--- config.mk ---
export PLATFORM = sky130hd
export DESIGN_NAME = acr_top
export DESIGN_NICKNAME = d
export VERILOG_FILES = /design/src/core/acr_fifo.v /design/src/core/acr_top.v
export VERILOG_INCLUDE_DIRS = /design/src /design/src/shared
export SDC_FILE = /design/constraint.sdc
export NUM_CORES = 1
export LEC_CHECK = 0
export ABC_CLOCK_PERIOD_IN_PS = 3500
export BUFFER_PORTS_ARGS = -buffer_cell sky130_fd_sc_hd__buf_2
export CORE_MARGIN = 5
export CORE_UTILIZATION = 50
export DETAILED_ROUTE_END_ITERATION = 10
export PLACE_DENSITY_LB_ADDON = 0.1
export SLEW_MARGIN = 20
export SYNTH_ARGS = -nofsm -noshare
export SYNTH_HDL_FRONTEND = slang
export SYNTH_HIERARCHICAL = 1
export SYNTH_SLANG_ARGS = --single-unit
--- constraint.sdc ---
create_clock -name mclk -period 3.5 [get_ports mclk]
set_clock_uncertainty 0.05 [all_clocks]
set_input_delay 0.175 -clock mclk [delete_from_list [all_inputs] [get_ports mclk]]
set_output_delay 0.175 -clock mclk [all_outputs]
set_load 0.005 [all_outputs]
--- src/shared/acr_map.vh ---
// Constants for the audio rate control block
`ifndef ACR_MAP_VH
`define ACR_MAP_VH
`define ACR_OFF_CTRL      12'h000
`define ACR_OFF_DIV       12'h004
`define ACR_OFF_ATTEN     12'h008
`define ACR_OFF_GPIO_DIR  12'h00C
`define ACR_OFF_GPIO_OUT  12'h010
`define ACR_OFF_GPIO_IN   12'h014
`define ACR_OFF_STATUS    12'h018
`define ACR_OFF_TX        12'h01C
`define ACR_OFF_RX        12'h020
`define ACR_CTRL_OFFC_DIS 13
`define ACR_CTRL_MUTE     0
`define ACR_CTRL_LOOP     1
`define ACR_CTRL_ENA      2
`define ACR_DIV_MIN       7'd8
`define ACR_DIV_MAX       7'd127
`define ACR_DIV_RST       7'h0C
`define ACR_OSR           64
`define ACR_HALF_PER_DIV  32
`define ACR_ATTEN_RST     5'h00
`define ACR_ATTEN_MAX     5'h17
`define ACR_CTRL_RST      32'h00000000
`define ACR_RUN_EDGES     8'h10
`endif

--- src/core/acr_fifo.v ---
// Sample FIFO with valid/ready on both sides
`timescale 1ns/1ps
`default_nettype none
module acr_fifo #(
	parameter WIDTH = 16,
	parameter DEPTH = 16,
	parameter AW    = 4
) (
	input  wire             mclk,
	input  wire             reset_n,
	input  wire [WIDTH-1:0] in_data,
	input  wire             in_valid,
	output wire             in_ready,
	output wire [WIDTH-1:0] out_data,
	output wire             out_valid,
	input  wire             out_ready
);
	reg [WIDTH-1:0] mem [0:DEPTH-1];
	reg [AW:0]      wp_r;
	reg [AW:0]      rp_r;
	wire            full;
	wire            empty;
	assign full = (wp_r[AW] != rp_r[AW]) && (wp_r[AW-1:0] == rp_r[AW-1:0]);
	assign empty = (wp_r == rp_r);
	assign in_ready = !full;
	assign out_valid = !empty;
	assign out_data = mem[rp_r[AW-1:0]];
	always @(posedge mclk) begin
		if (in_valid && !full)
			mem[wp_r[AW-1:0]] <= in_data;
	end
	always @(posedge mclk or negedge reset_n) begin
		if (!reset_n) begin
			wp_r <= {(AW+1){1'b0}};
			rp_r <= {(AW+1){1'b0}};
		end else begin
			if (in_valid && !full)
				wp_r <= wp_r + 1'b1;
			if (out_ready && !empty)
				rp_r <= rp_r + 1'b1;
		end
	end
endmodule
`default_nettype wire

--- src/core/acr_top.v ---
// Audio sample rate control with APB registers and serial bus data out
//
// Behaviour
// - Sample rate = 2*fclk/(64*div), div 8..127
// - Odd divisor counts both serial clock edges
// - Input path oversamples 64x, decimates per sample
// - Output path interpolates into 4-bit 64x converter
// - Control bit 13 disables offset cancellation
// - Output attenuation and mute are programmable
// - Loopback feeds output path into input path
// - Serial bus carries samples only; registers go over APB
// - Serial data out held 1 until bus runs
// - General pins are inputs after reset
//
// Our own choices: the APB slave port and the placing of the registers.
`timescale 1ns/1ps
`default_nettype none
`include "acr_map.vh"
module acr_top #(
	parameter NGPIO = 10,
	parameter SW    = 16
) (
	input  wire             mclk,
	input  wire             reset_n,
	input  wire             psel,
	input  wire             penable,
	input  wire             pwrite,
	input  wire [11:0]      paddr,
	input  wire [31:0]      pwdata,
	output reg  [31:0]      prdata,
	output reg              pready,
	output reg              pslverr,
	input  wire             serial_bus_clock,
	input  wire             serial_data_in,
	input  wire [NGPIO-1:0] general_pin_i,
	output reg  [NGPIO-1:0] general_pin_o,
	output reg  [NGPIO-1:0] general_pin_oe,
	output reg              serial_data_out,
	output reg              sample_strobe,
	output reg              os_strobe,
	output reg  [3:0]       dac_code,
	output reg              offset_cancel_en,
	output reg              spk_mute,
	output reg  [4:0]       spk_atten,
	output reg              loopback_en
);
	reg [31:0]      ctrl_r;
	reg [6:0]       div_r;
	reg [4:0]       atten_r;
	reg [NGPIO-1:0] gdir_r;
	reg [NGPIO-1:0] gout_r;
	reg [1:0]       ck_sync_r;
	reg [1:0]       din_sync_r;
	reg [NGPIO-1:0] g_s1_r;
	reg [NGPIO-1:0] g_s2_r;
	reg             ck_prev_r;
	reg [12:0]      edge_cnt_r;
	reg [6:0]       os_edge_r;
	reg [7:0]       run_cnt_r;
	reg             running_r;
	reg [SW-1:0]    tx_shift_r;
	reg [SW-1:0]    rx_shift_r;
	reg [4:0]       bit_cnt_r;
	reg [SW-1:0]    rx_word_r;
	reg             rx_new_r;
	reg [SW-1:0]    cur_out_r;
	reg [SW+3:0]    interp_r;
	reg [SW+5:0]    decim_acc_r;
	reg [SW-1:0]    adc_word_r;
	reg             div_err_r;
	wire            ck_rise;
	wire            ck_fall;
	wire            ck_edge;
	wire [12:0]     edge_target;
	wire            wr;
	wire            rd;
	wire            tx_ready;
	wire [SW-1:0]   tx_data;
	wire            tx_valid;
	wire            fifo_out_ready;
	wire [6:0]      os_target;
	wire            word_done;

	function addr_ok;
		input [11:0] a;
		begin
			addr_ok = (a == `ACR_OFF_CTRL) || (a == `ACR_OFF_DIV) ||
				(a == `ACR_OFF_ATTEN) || (a == `ACR_OFF_GPIO_DIR) ||
				(a == `ACR_OFF_GPIO_OUT) || (a == `ACR_OFF_GPIO_IN) ||
				(a == `ACR_OFF_STATUS) || (a == `ACR_OFF_TX) ||
				(a == `ACR_OFF_RX);
		end
	endfunction

	assign wr = psel && penable && pwrite && pready;
	assign rd = psel && !penable && !pwrite;
	assign ck_rise = ck_sync_r[1] && !ck_prev_r;
	assign ck_fall = !ck_sync_r[1] && ck_prev_r;
	// Odd divisors need half-period resolution, so both edges count
	assign ck_edge = div_r[0] ? (ck_rise || ck_fall) : ck_rise;
	// One sample is div*32 link periods: div*64 edges, or div*32 rises
	assign edge_target = div_r[0] ? {div_r, 6'h00} :
		{1'b0, div_r, 5'h00};
	// Oversample tick every target/64 counted edges
	assign os_target = div_r[0] ? div_r : {1'b0, div_r[6:1]};
	assign word_done = ck_rise && running_r && (bit_cnt_r == SW - 1);
	// Empty FIFO keeps the last sample, so an underrun repeats it
	assign fifo_out_ready = sample_strobe;

	acr_fifo #(.WIDTH(SW), .DEPTH(16), .AW(4)) acr_fifo_i (
		.mclk      (mclk),
		.reset_n   (reset_n),
		.in_data   (pwdata[SW-1:0]),
		.in_valid  (wr && (paddr == `ACR_OFF_TX)),
		.in_ready  (tx_ready),
		.out_data  (tx_data),
		.out_valid (tx_valid),
		.out_ready (fifo_out_ready)
	);

	// Pin inputs pass two flops before use
	always @(posedge mclk or negedge reset_n) begin
		if (!reset_n) begin
			ck_sync_r  <= 2'b00;
			din_sync_r <= 2'b00;
			ck_prev_r  <= 1'b0;
		end else begin
			ck_sync_r  <= {ck_sync_r[0], serial_bus_clock};
			din_sync_r <= {din_sync_r[0], serial_data_in};
			ck_prev_r  <= ck_sync_r[1];
		end
	end

	// Each general pin gets its own two-flop synchroniser
	genvar gi;
	generate
		for (gi = 0; gi < NGPIO; gi = gi + 1) begin : g_pin_sync
			always @(posedge mclk or negedge reset_n) begin
				if (!reset_n) begin
					g_s1_r[gi] <= 1'b0;
					g_s2_r[gi] <= 1'b0;
				end else begin
					g_s1_r[gi] <= general_pin_i[gi];
					g_s2_r[gi] <= g_s1_r[gi];
				end
			end
		end
	endgenerate

	// APB slave, no wait states; pready high in access phase
	always @(posedge mclk or negedge reset_n) begin
		if (!reset_n) begin
			ctrl_r    <= `ACR_CTRL_RST;
			div_r     <= `ACR_DIV_RST;
			atten_r   <= `ACR_ATTEN_RST;
			gdir_r    <= {NGPIO{1'b0}};
			gout_r    <= {NGPIO{1'b0}};
			prdata    <= 32'h00000000;
			pready    <= 1'b0;
			pslverr   <= 1'b0;
			div_err_r <= 1'b0;
		end else begin
			pready  <= psel && !penable;
			pslverr <= psel && !penable && !addr_ok(paddr);
			if (rd) begin
				case (paddr)
				`ACR_OFF_CTRL:     prdata <= ctrl_r;
				`ACR_OFF_DIV:      prdata <= {25'h0, div_r};
				`ACR_OFF_ATTEN:    prdata <= {27'h0, atten_r};
				`ACR_OFF_GPIO_DIR: prdata <= {{(32-NGPIO){1'b0}}, gdir_r};
				`ACR_OFF_GPIO_OUT: prdata <= {{(32-NGPIO){1'b0}}, gout_r};
				`ACR_OFF_GPIO_IN:  prdata <= {{(32-NGPIO){1'b0}}, g_s2_r};
				`ACR_OFF_STATUS:   prdata <= {28'h0, div_err_r, !tx_ready,
					running_r, rx_new_r};
				`ACR_OFF_RX:       prdata <= {{(32-SW){1'b0}}, adc_word_r};
				default:           prdata <= 32'h00000000;
				endcase
			end
			if (wr) begin
				case (paddr)
				`ACR_OFF_CTRL: ctrl_r <= pwdata;
				`ACR_OFF_DIV: begin
					// Out-of-range divisor refused and flagged
					if (pwdata[6:0] >= `ACR_DIV_MIN) begin
						div_r     <= pwdata[6:0];
						div_err_r <= 1'b0;
					end else
						div_err_r <= 1'b1;
				end
				`ACR_OFF_ATTEN: begin
					if (pwdata[4:0] <= `ACR_ATTEN_MAX)
						atten_r <= pwdata[4:0];
				end
				`ACR_OFF_GPIO_DIR: gdir_r <= pwdata[NGPIO-1:0];
				`ACR_OFF_GPIO_OUT: gout_r <= pwdata[NGPIO-1:0];
				default: ;
				endcase
			end
		end
	end

	// Sample timing, oversampling, serial data path
	always @(posedge mclk or negedge reset_n) begin
		if (!reset_n) begin
			edge_cnt_r       <= 13'h0000;
			os_edge_r        <= 7'h00;
			sample_strobe    <= 1'b0;
			os_strobe        <= 1'b0;
			run_cnt_r        <= 8'h00;
			running_r        <= 1'b0;
			serial_data_out  <= 1'b1;
			tx_shift_r       <= {SW{1'b0}};
			rx_shift_r       <= {SW{1'b0}};
			bit_cnt_r        <= 5'h00;
			rx_word_r        <= {SW{1'b0}};
			rx_new_r         <= 1'b0;
			cur_out_r        <= {SW{1'b0}};
			interp_r         <= {(SW+4){1'b0}};
			decim_acc_r      <= {(SW+6){1'b0}};
			adc_word_r       <= {SW{1'b0}};
			dac_code         <= 4'h0;
			offset_cancel_en <= 1'b1;
			spk_mute         <= 1'b0;
			spk_atten        <= `ACR_ATTEN_RST;
			loopback_en      <= 1'b0;
			general_pin_o    <= {NGPIO{1'b0}};
			general_pin_oe   <= {NGPIO{1'b0}};
		end else begin
			offset_cancel_en <= !ctrl_r[`ACR_CTRL_OFFC_DIS];
			spk_mute         <= ctrl_r[`ACR_CTRL_MUTE];
			spk_atten        <= atten_r;
			loopback_en      <= ctrl_r[`ACR_CTRL_LOOP];
			general_pin_o    <= gout_r;
			general_pin_oe   <= gdir_r;
			sample_strobe    <= 1'b0;
			os_strobe        <= 1'b0;
			// Data out stays high until the link has clocked a while
			if (ck_rise && !running_r) begin
				if (run_cnt_r == `ACR_RUN_EDGES - 8'h01)
					running_r <= 1'b1;
				run_cnt_r <= run_cnt_r + 8'h01;
			end
			if (ck_edge && running_r) begin
				if (edge_cnt_r >= edge_target - 13'h0001) begin
					edge_cnt_r    <= 13'h0000;
					sample_strobe <= 1'b1;
					// Realign ticks to the frame after a divisor change
					os_edge_r     <= 7'h00;
					os_strobe     <= 1'b1;
				end else begin
					edge_cnt_r <= edge_cnt_r + 13'h0001;
					if (os_edge_r >= os_target - 7'h01) begin
						os_edge_r <= 7'h00;
						os_strobe <= 1'b1;
					end else
						os_edge_r <= os_edge_r + 7'h01;
				end
			end
			// Serial exchange: shift out on rise, sample in on rise
			if (ck_rise && running_r) begin
				serial_data_out <= tx_shift_r[SW-1];
				tx_shift_r <= {tx_shift_r[SW-2:0], 1'b0};
				rx_shift_r <= {rx_shift_r[SW-2:0], din_sync_r[1]};
				if (bit_cnt_r == SW - 1) begin
					bit_cnt_r <= 5'h00;
					rx_word_r <= {rx_shift_r[SW-2:0], din_sync_r[1]};
					rx_new_r  <= 1'b1;
				end else
					bit_cnt_r <= bit_cnt_r + 5'h01;
			end
			if (sample_strobe) begin
				// Frame starts: next output sample taken from FIFO
				cur_out_r  <= tx_valid ? tx_data : cur_out_r;
				tx_shift_r <= adc_word_r;
				// Decimated value: one word per sample period
				adc_word_r <= decim_acc_r[SW+5:6];
				// A word completing now keeps its flag: set wins
				if (!word_done)
					rx_new_r <= 1'b0;
			end
			if (os_strobe) begin
				// Interpolate toward current output sample
				interp_r <= interp_r - {4'h0, interp_r[SW+3:4]} +
					{4'h0, cur_out_r};
				// First tick of a frame restarts the sum of 64
				decim_acc_r <= (sample_strobe ?
					{(SW+6){1'b0}} : decim_acc_r) +
					(loopback_en ? {6'h00, cur_out_r} :
					{6'h00, rx_word_r});
			end
			// Mute forces midscale at once, not at the next tick
			if (spk_mute)
				dac_code <= 4'h8;
			else if (os_strobe)
				dac_code <= interp_r[SW+3:SW];
		end
	end
endmodule
`default_nettype wire

==> Implementation_results.wiki <==
{| class="wikitable"
! Metric !! Value
|-
| Run status || finished clean
|-
| Synthesized-area fraction occupied by ao, oa, aoi and oai cells || 7.05%
|-
| Async SR Flop Fraction || 55.9%
|-
| Antenna violations before repair || 1
|-
| Summed negative setup slack over all endpoints || 0 ns
|-
| Cell chain of the critical path || buf_4, mux2_2, ha_1, o21ai_0, a21oi_1, o211a_1, o311a_1, o211ai_1, o2bb2ai_1, o221ai_1, o31ai_1
|-
| Aggregate global routing overflow || 0
|-
| First-pass GRT wire length || 91900 um
|-
| Met1 Wirelength || 27000 um
|-
| Top cell type by total area after synthesis || dfrtp_1
|-
| Worst setup path class || reg -> reg
|-
| Reg clk slew, reported paths || 0.06 ns
|-
| Final period demand of the worst path || 3.25 ns
|-
| Pin count of the biggest net entering global routing || 91
|-
| GR Util All Layers || 21.1%
|-
| Hold Path Stages || 5
|-
| Worst slew margin || 40.1%
|-
| Number of enable flip-flop cells after synthesis || 256
|-
| Power density over the cells || 485 nW/um2
|-
| Distinct cell type count after synthesis || 75
|-
| Placement Cell Area || 26900 um2
|-
| Buffers added on ports || 129
|-
| Total CTS buffers || 61
|-
| Area of the mapped netlist || 25300 um2
|-
| Fraction of synthesized cell area in xor and xnor cells || 1.99%
|-
| Slew @ Worst Pin || 0.895 ns
|-
| CP Capture Type || flop
|-
| Register-to-register path setup slack || 0.25 ns
|-
| Most frequently used flop master after synthesis || dfrtp_1
|-
| Arithmetic-cell share of the synthesized area counting full adders, half adders and majority gates || 4.04%
|-
| Combinational family with the most area after synthesis || multiplexers
|-
| Fraction of final layout cells with drive strength greater than 1 || 26.1%
|-
| H-tree lvl count || 2
|-
| Detailed-route wire length per cell || 21.3 um
|-
| Clock latency of the later-clocked register in the worst-skew pair || 0.65 ns
|-
| Via density || 5.57
|-
| Sequential cell area || 15800 um2
|-
| Worst flop-to-flop path startpoint || loopback_en
|-
| Signed area change from the synthesized netlist to the final layout || 16.4%
|-
| Wire length on met2 || 27500 um
|-
| Synthesized Nets || 1942
|-
| Via count of the first global-routing pass || 15.7k
|-
| Synthesized instance count || 1811
|-
| Post-CTS setup-driven buffer insertion count || 0
|-
| Initial DRT Pass Iterations || 5
|-
| Register-to-Register Path Depth || 11
|-
| IO Pins || 130
|-
| Most common library cells after synthesis || dfrtp_1, edfxtp_1, mux2_2, nand2_1, inv_1
|-
| Main area contributors after synthesis || dfrtp_1, edfxtp_1, mux2_2
|-
| CTS Root Cell || clkbuf_16
|-
| Worst vdd ir || 0.419 mV
|-
| Diode insertion count for antenna repair || 0
|-
| Final weighted congestion in routability-driven placement || 0.827
|-
| Detailed-route wire length || 58500 um
|-
| Max-cap violations || 0
|-
| Most frequent cell after synthesis || dfrtp_1
|-
| Gate family responsible for the most delay along the worst path || compound AO/OA/AOI/OAI gates
|-
| Post-layout nets || 2154
|-
| Total vias in the final route || 15.3k
|-
| Max-slew violation count || 0
|-
| Core area || 50200 um2
|-
| Top layer reached by signal wires || met4
|-
| Final count of negative-setup-slack endpoints || 0
|-
| Post-route total power || 14.3 mW
|-
| Multi-input combinational cell area || 8830 um2
|-
| Capture point of the worst reg-to-reg path || decim_acc_r[20]
|-
| Number of cell rows || 82
|-
| Die Ht || 235 um
|-
| Sequential area share after synthesis || 62.5%
|-
| Routed Antenna Nets || 0
|-
| Number of DRC markers in iteration 0 || 1011
|-
| CP Data Arrival Time || 3.73 ns
|-
| Max incr delay on CP || 0.38 ns
|-
| Hpwl dp || 38500 um
|-
| Warnings, synthesis || 6
|-
| Kind of start point of the critical path || flop
|-
| Static leakage || 12.7 nW
|-
| Fraction of the core area covered by cells at the end of the flow || 58.8%
|-
| Maximum fanout along the worst path || 15
|-
| Total count of hold-check failures in the final report || 0
|-
| Initial Util || 50.5%
|-
| Residual DRC || 0
|-
| CTS tree || done
|-
| Final std cells w/o fill || 2743
|-
| Setup repair after global routing missed its margin || no
|-
| Achievable frequency || 308 MHz
|-
| Data required time at the worst endpoint || 3.98 ns
|-
| Synthesized area per cell || 14.0 um2
|-
| Number of synthesized register bits || 581
|-
| Total non-filler cell area in the finished layout || 29500 um2
|-
| CTS Buffer Depth || 3
|-
| Filler Cells Inserted || 3998
|-
| Worst hold-check path type || in -> reg
|-
| Area of the die || 55300 um2
|-
| Share of Yosys cell area claimed by the top area cell type || 31.7%
|-
| Highest-delay cell along the critical path || dfrtp_1
|-
| Detailed-routed wire length on met3 || 2230 um
|-
| Number of clock sinks || 581
|-
| Share of the clock period used by the worst path after layout || 92.8%
|-
| Mux contribution to synthesized area || 13.8%
|-
| Endpoint of the worst hold-timing path || prdata[28]
|-
| Count of buffering cells on the critical path with inverters included || 1
|-
| Hold Startpoint || penable
|-
| Number of cells in the design after placement || 2581
|-
| Die width || 235 um
|-
| Fraction of the mapped netlist area in simple logic gates || 7.68%
|}
==> worst reg2reg max path, delay by kind of cell, from the launching register on <==
kind | cells | cell delay (ns)
mux | 1 | 0.37
flops | 1 | 0.38
compound gates | 8 | 1.78
buf+inv | 1 | 0.25
fa+ha+maj | 1 | 0.34
==> cell usage in the layout, fill, tap and decap left out, drive strengths merged, types with 34 or more instances in the layout <==
| cell type | synthesis | routed |
|---|---|---|
| a21oi | 34 | 34 |
| buf | 38 | 179 |
| clkbuf | 43 | 88 |
| dfrtp | 321 | 321 |
| dlygate4sd3 | 0 | 51 |
| edfxtp | 256 | 256 |
| ha | 53 | 53 |
| inv | 96 | 98 |
| mux2 | 154 | 154 |
| mux4 | 64 | 64 |
| nand2 | 133 | 133 |
| nand3 | 45 | 45 |
| nor2 | 98 | 98 |
| o21ai | 73 | 73 |
| o22ai | 36 | 36 |
| xnor2 | 36 | 36 |
==> area by class of cell <==
type,instances,area share (%)
multi-input cells,1053,29.9
inverters,96,1.22
repair buffers,230,5.44
flip-flops and latches,581,53.7
clock buffers,88,6.04
well taps,672,2.85
clock inverters,23,0.823
==> state kept, by name (all words and copies together) (netlist names), 13 cells and up <==
name,cells
acr_fifo_i/mem,256
ctrl_r,32
prdata,32
decim_acc_r,22
interp_r,20
adc_word_r,16
cur_out_r,16
rx_word_r,16
tx_shift_r,16
rx_shift_r,15
edge_cnt_r,13
==> layer usage <==
metal,track usage (%),vias to the layer above
met3,2.88,89
met1,31.0,7858
met5,0,-
met2,33.1,277
met4,6.37,0
li1,-,7058
==> metrics by stage <==
step	setup WS (ns)	hold slack [ns]
2_1_floorplan	0.126	-0.171
3_3_place_gp	0.318	0.177
3_5_place_dp	0.227	0.185
4_1_cts	0.205	0.0160
5_1_grt	0.0108	0.0730
6_report	0.254	0.0617
==> cells by family (layout without fill, tap and decap cells) <==
family | after synthesis | after routing
simple gates | 405 | 405
compound gates | 269 | 269
xor+xnor | 56 | 56
mux | 251 | 251
fa+ha+maj | 72 | 72
flops | 581 | 581
buf+inv | 177 | 437
==> worst max path at each step <==
stage | startpoint | end | slack [ns] | cells after the start
6_report | loopback_en | decim_acc_r[20] | 0.25 | 11
2_1_floorplan | loopback_en | decim_acc_r[14] | 0.13 | 11
5_1_grt | loopback_en | decim_acc_r[20] | 0.01 | 11
4_1_cts | cur_out_r[7] | interp_r[16] | 0.21 | 12
3_3_place_gp | loopback_en | decim_acc_r[14] | 0.32 | 11
3_5_place_dp | loopback_en | decim_acc_r[14] | 0.23 | 11
==> repair_timing <==
action                                  CTS  global route
resized for setup                         0             2
endpoints found under the hold margin   384             0
hold buffers                             51             0
endpoints found under the setup margin    0             3
==> power breakdown <==
group,internal (mW),total (mW),leakage [nW],switching [mW]
Sequential,7.25,7.36,6.72,0.106
Combinational,0.221,0.560,4.94,0.339
Clock,3.69,6.38,0.999,2.69
Total,11.2,14.3,12.7,3.14
Note: power is estimated with default switching activity, not from simulation.
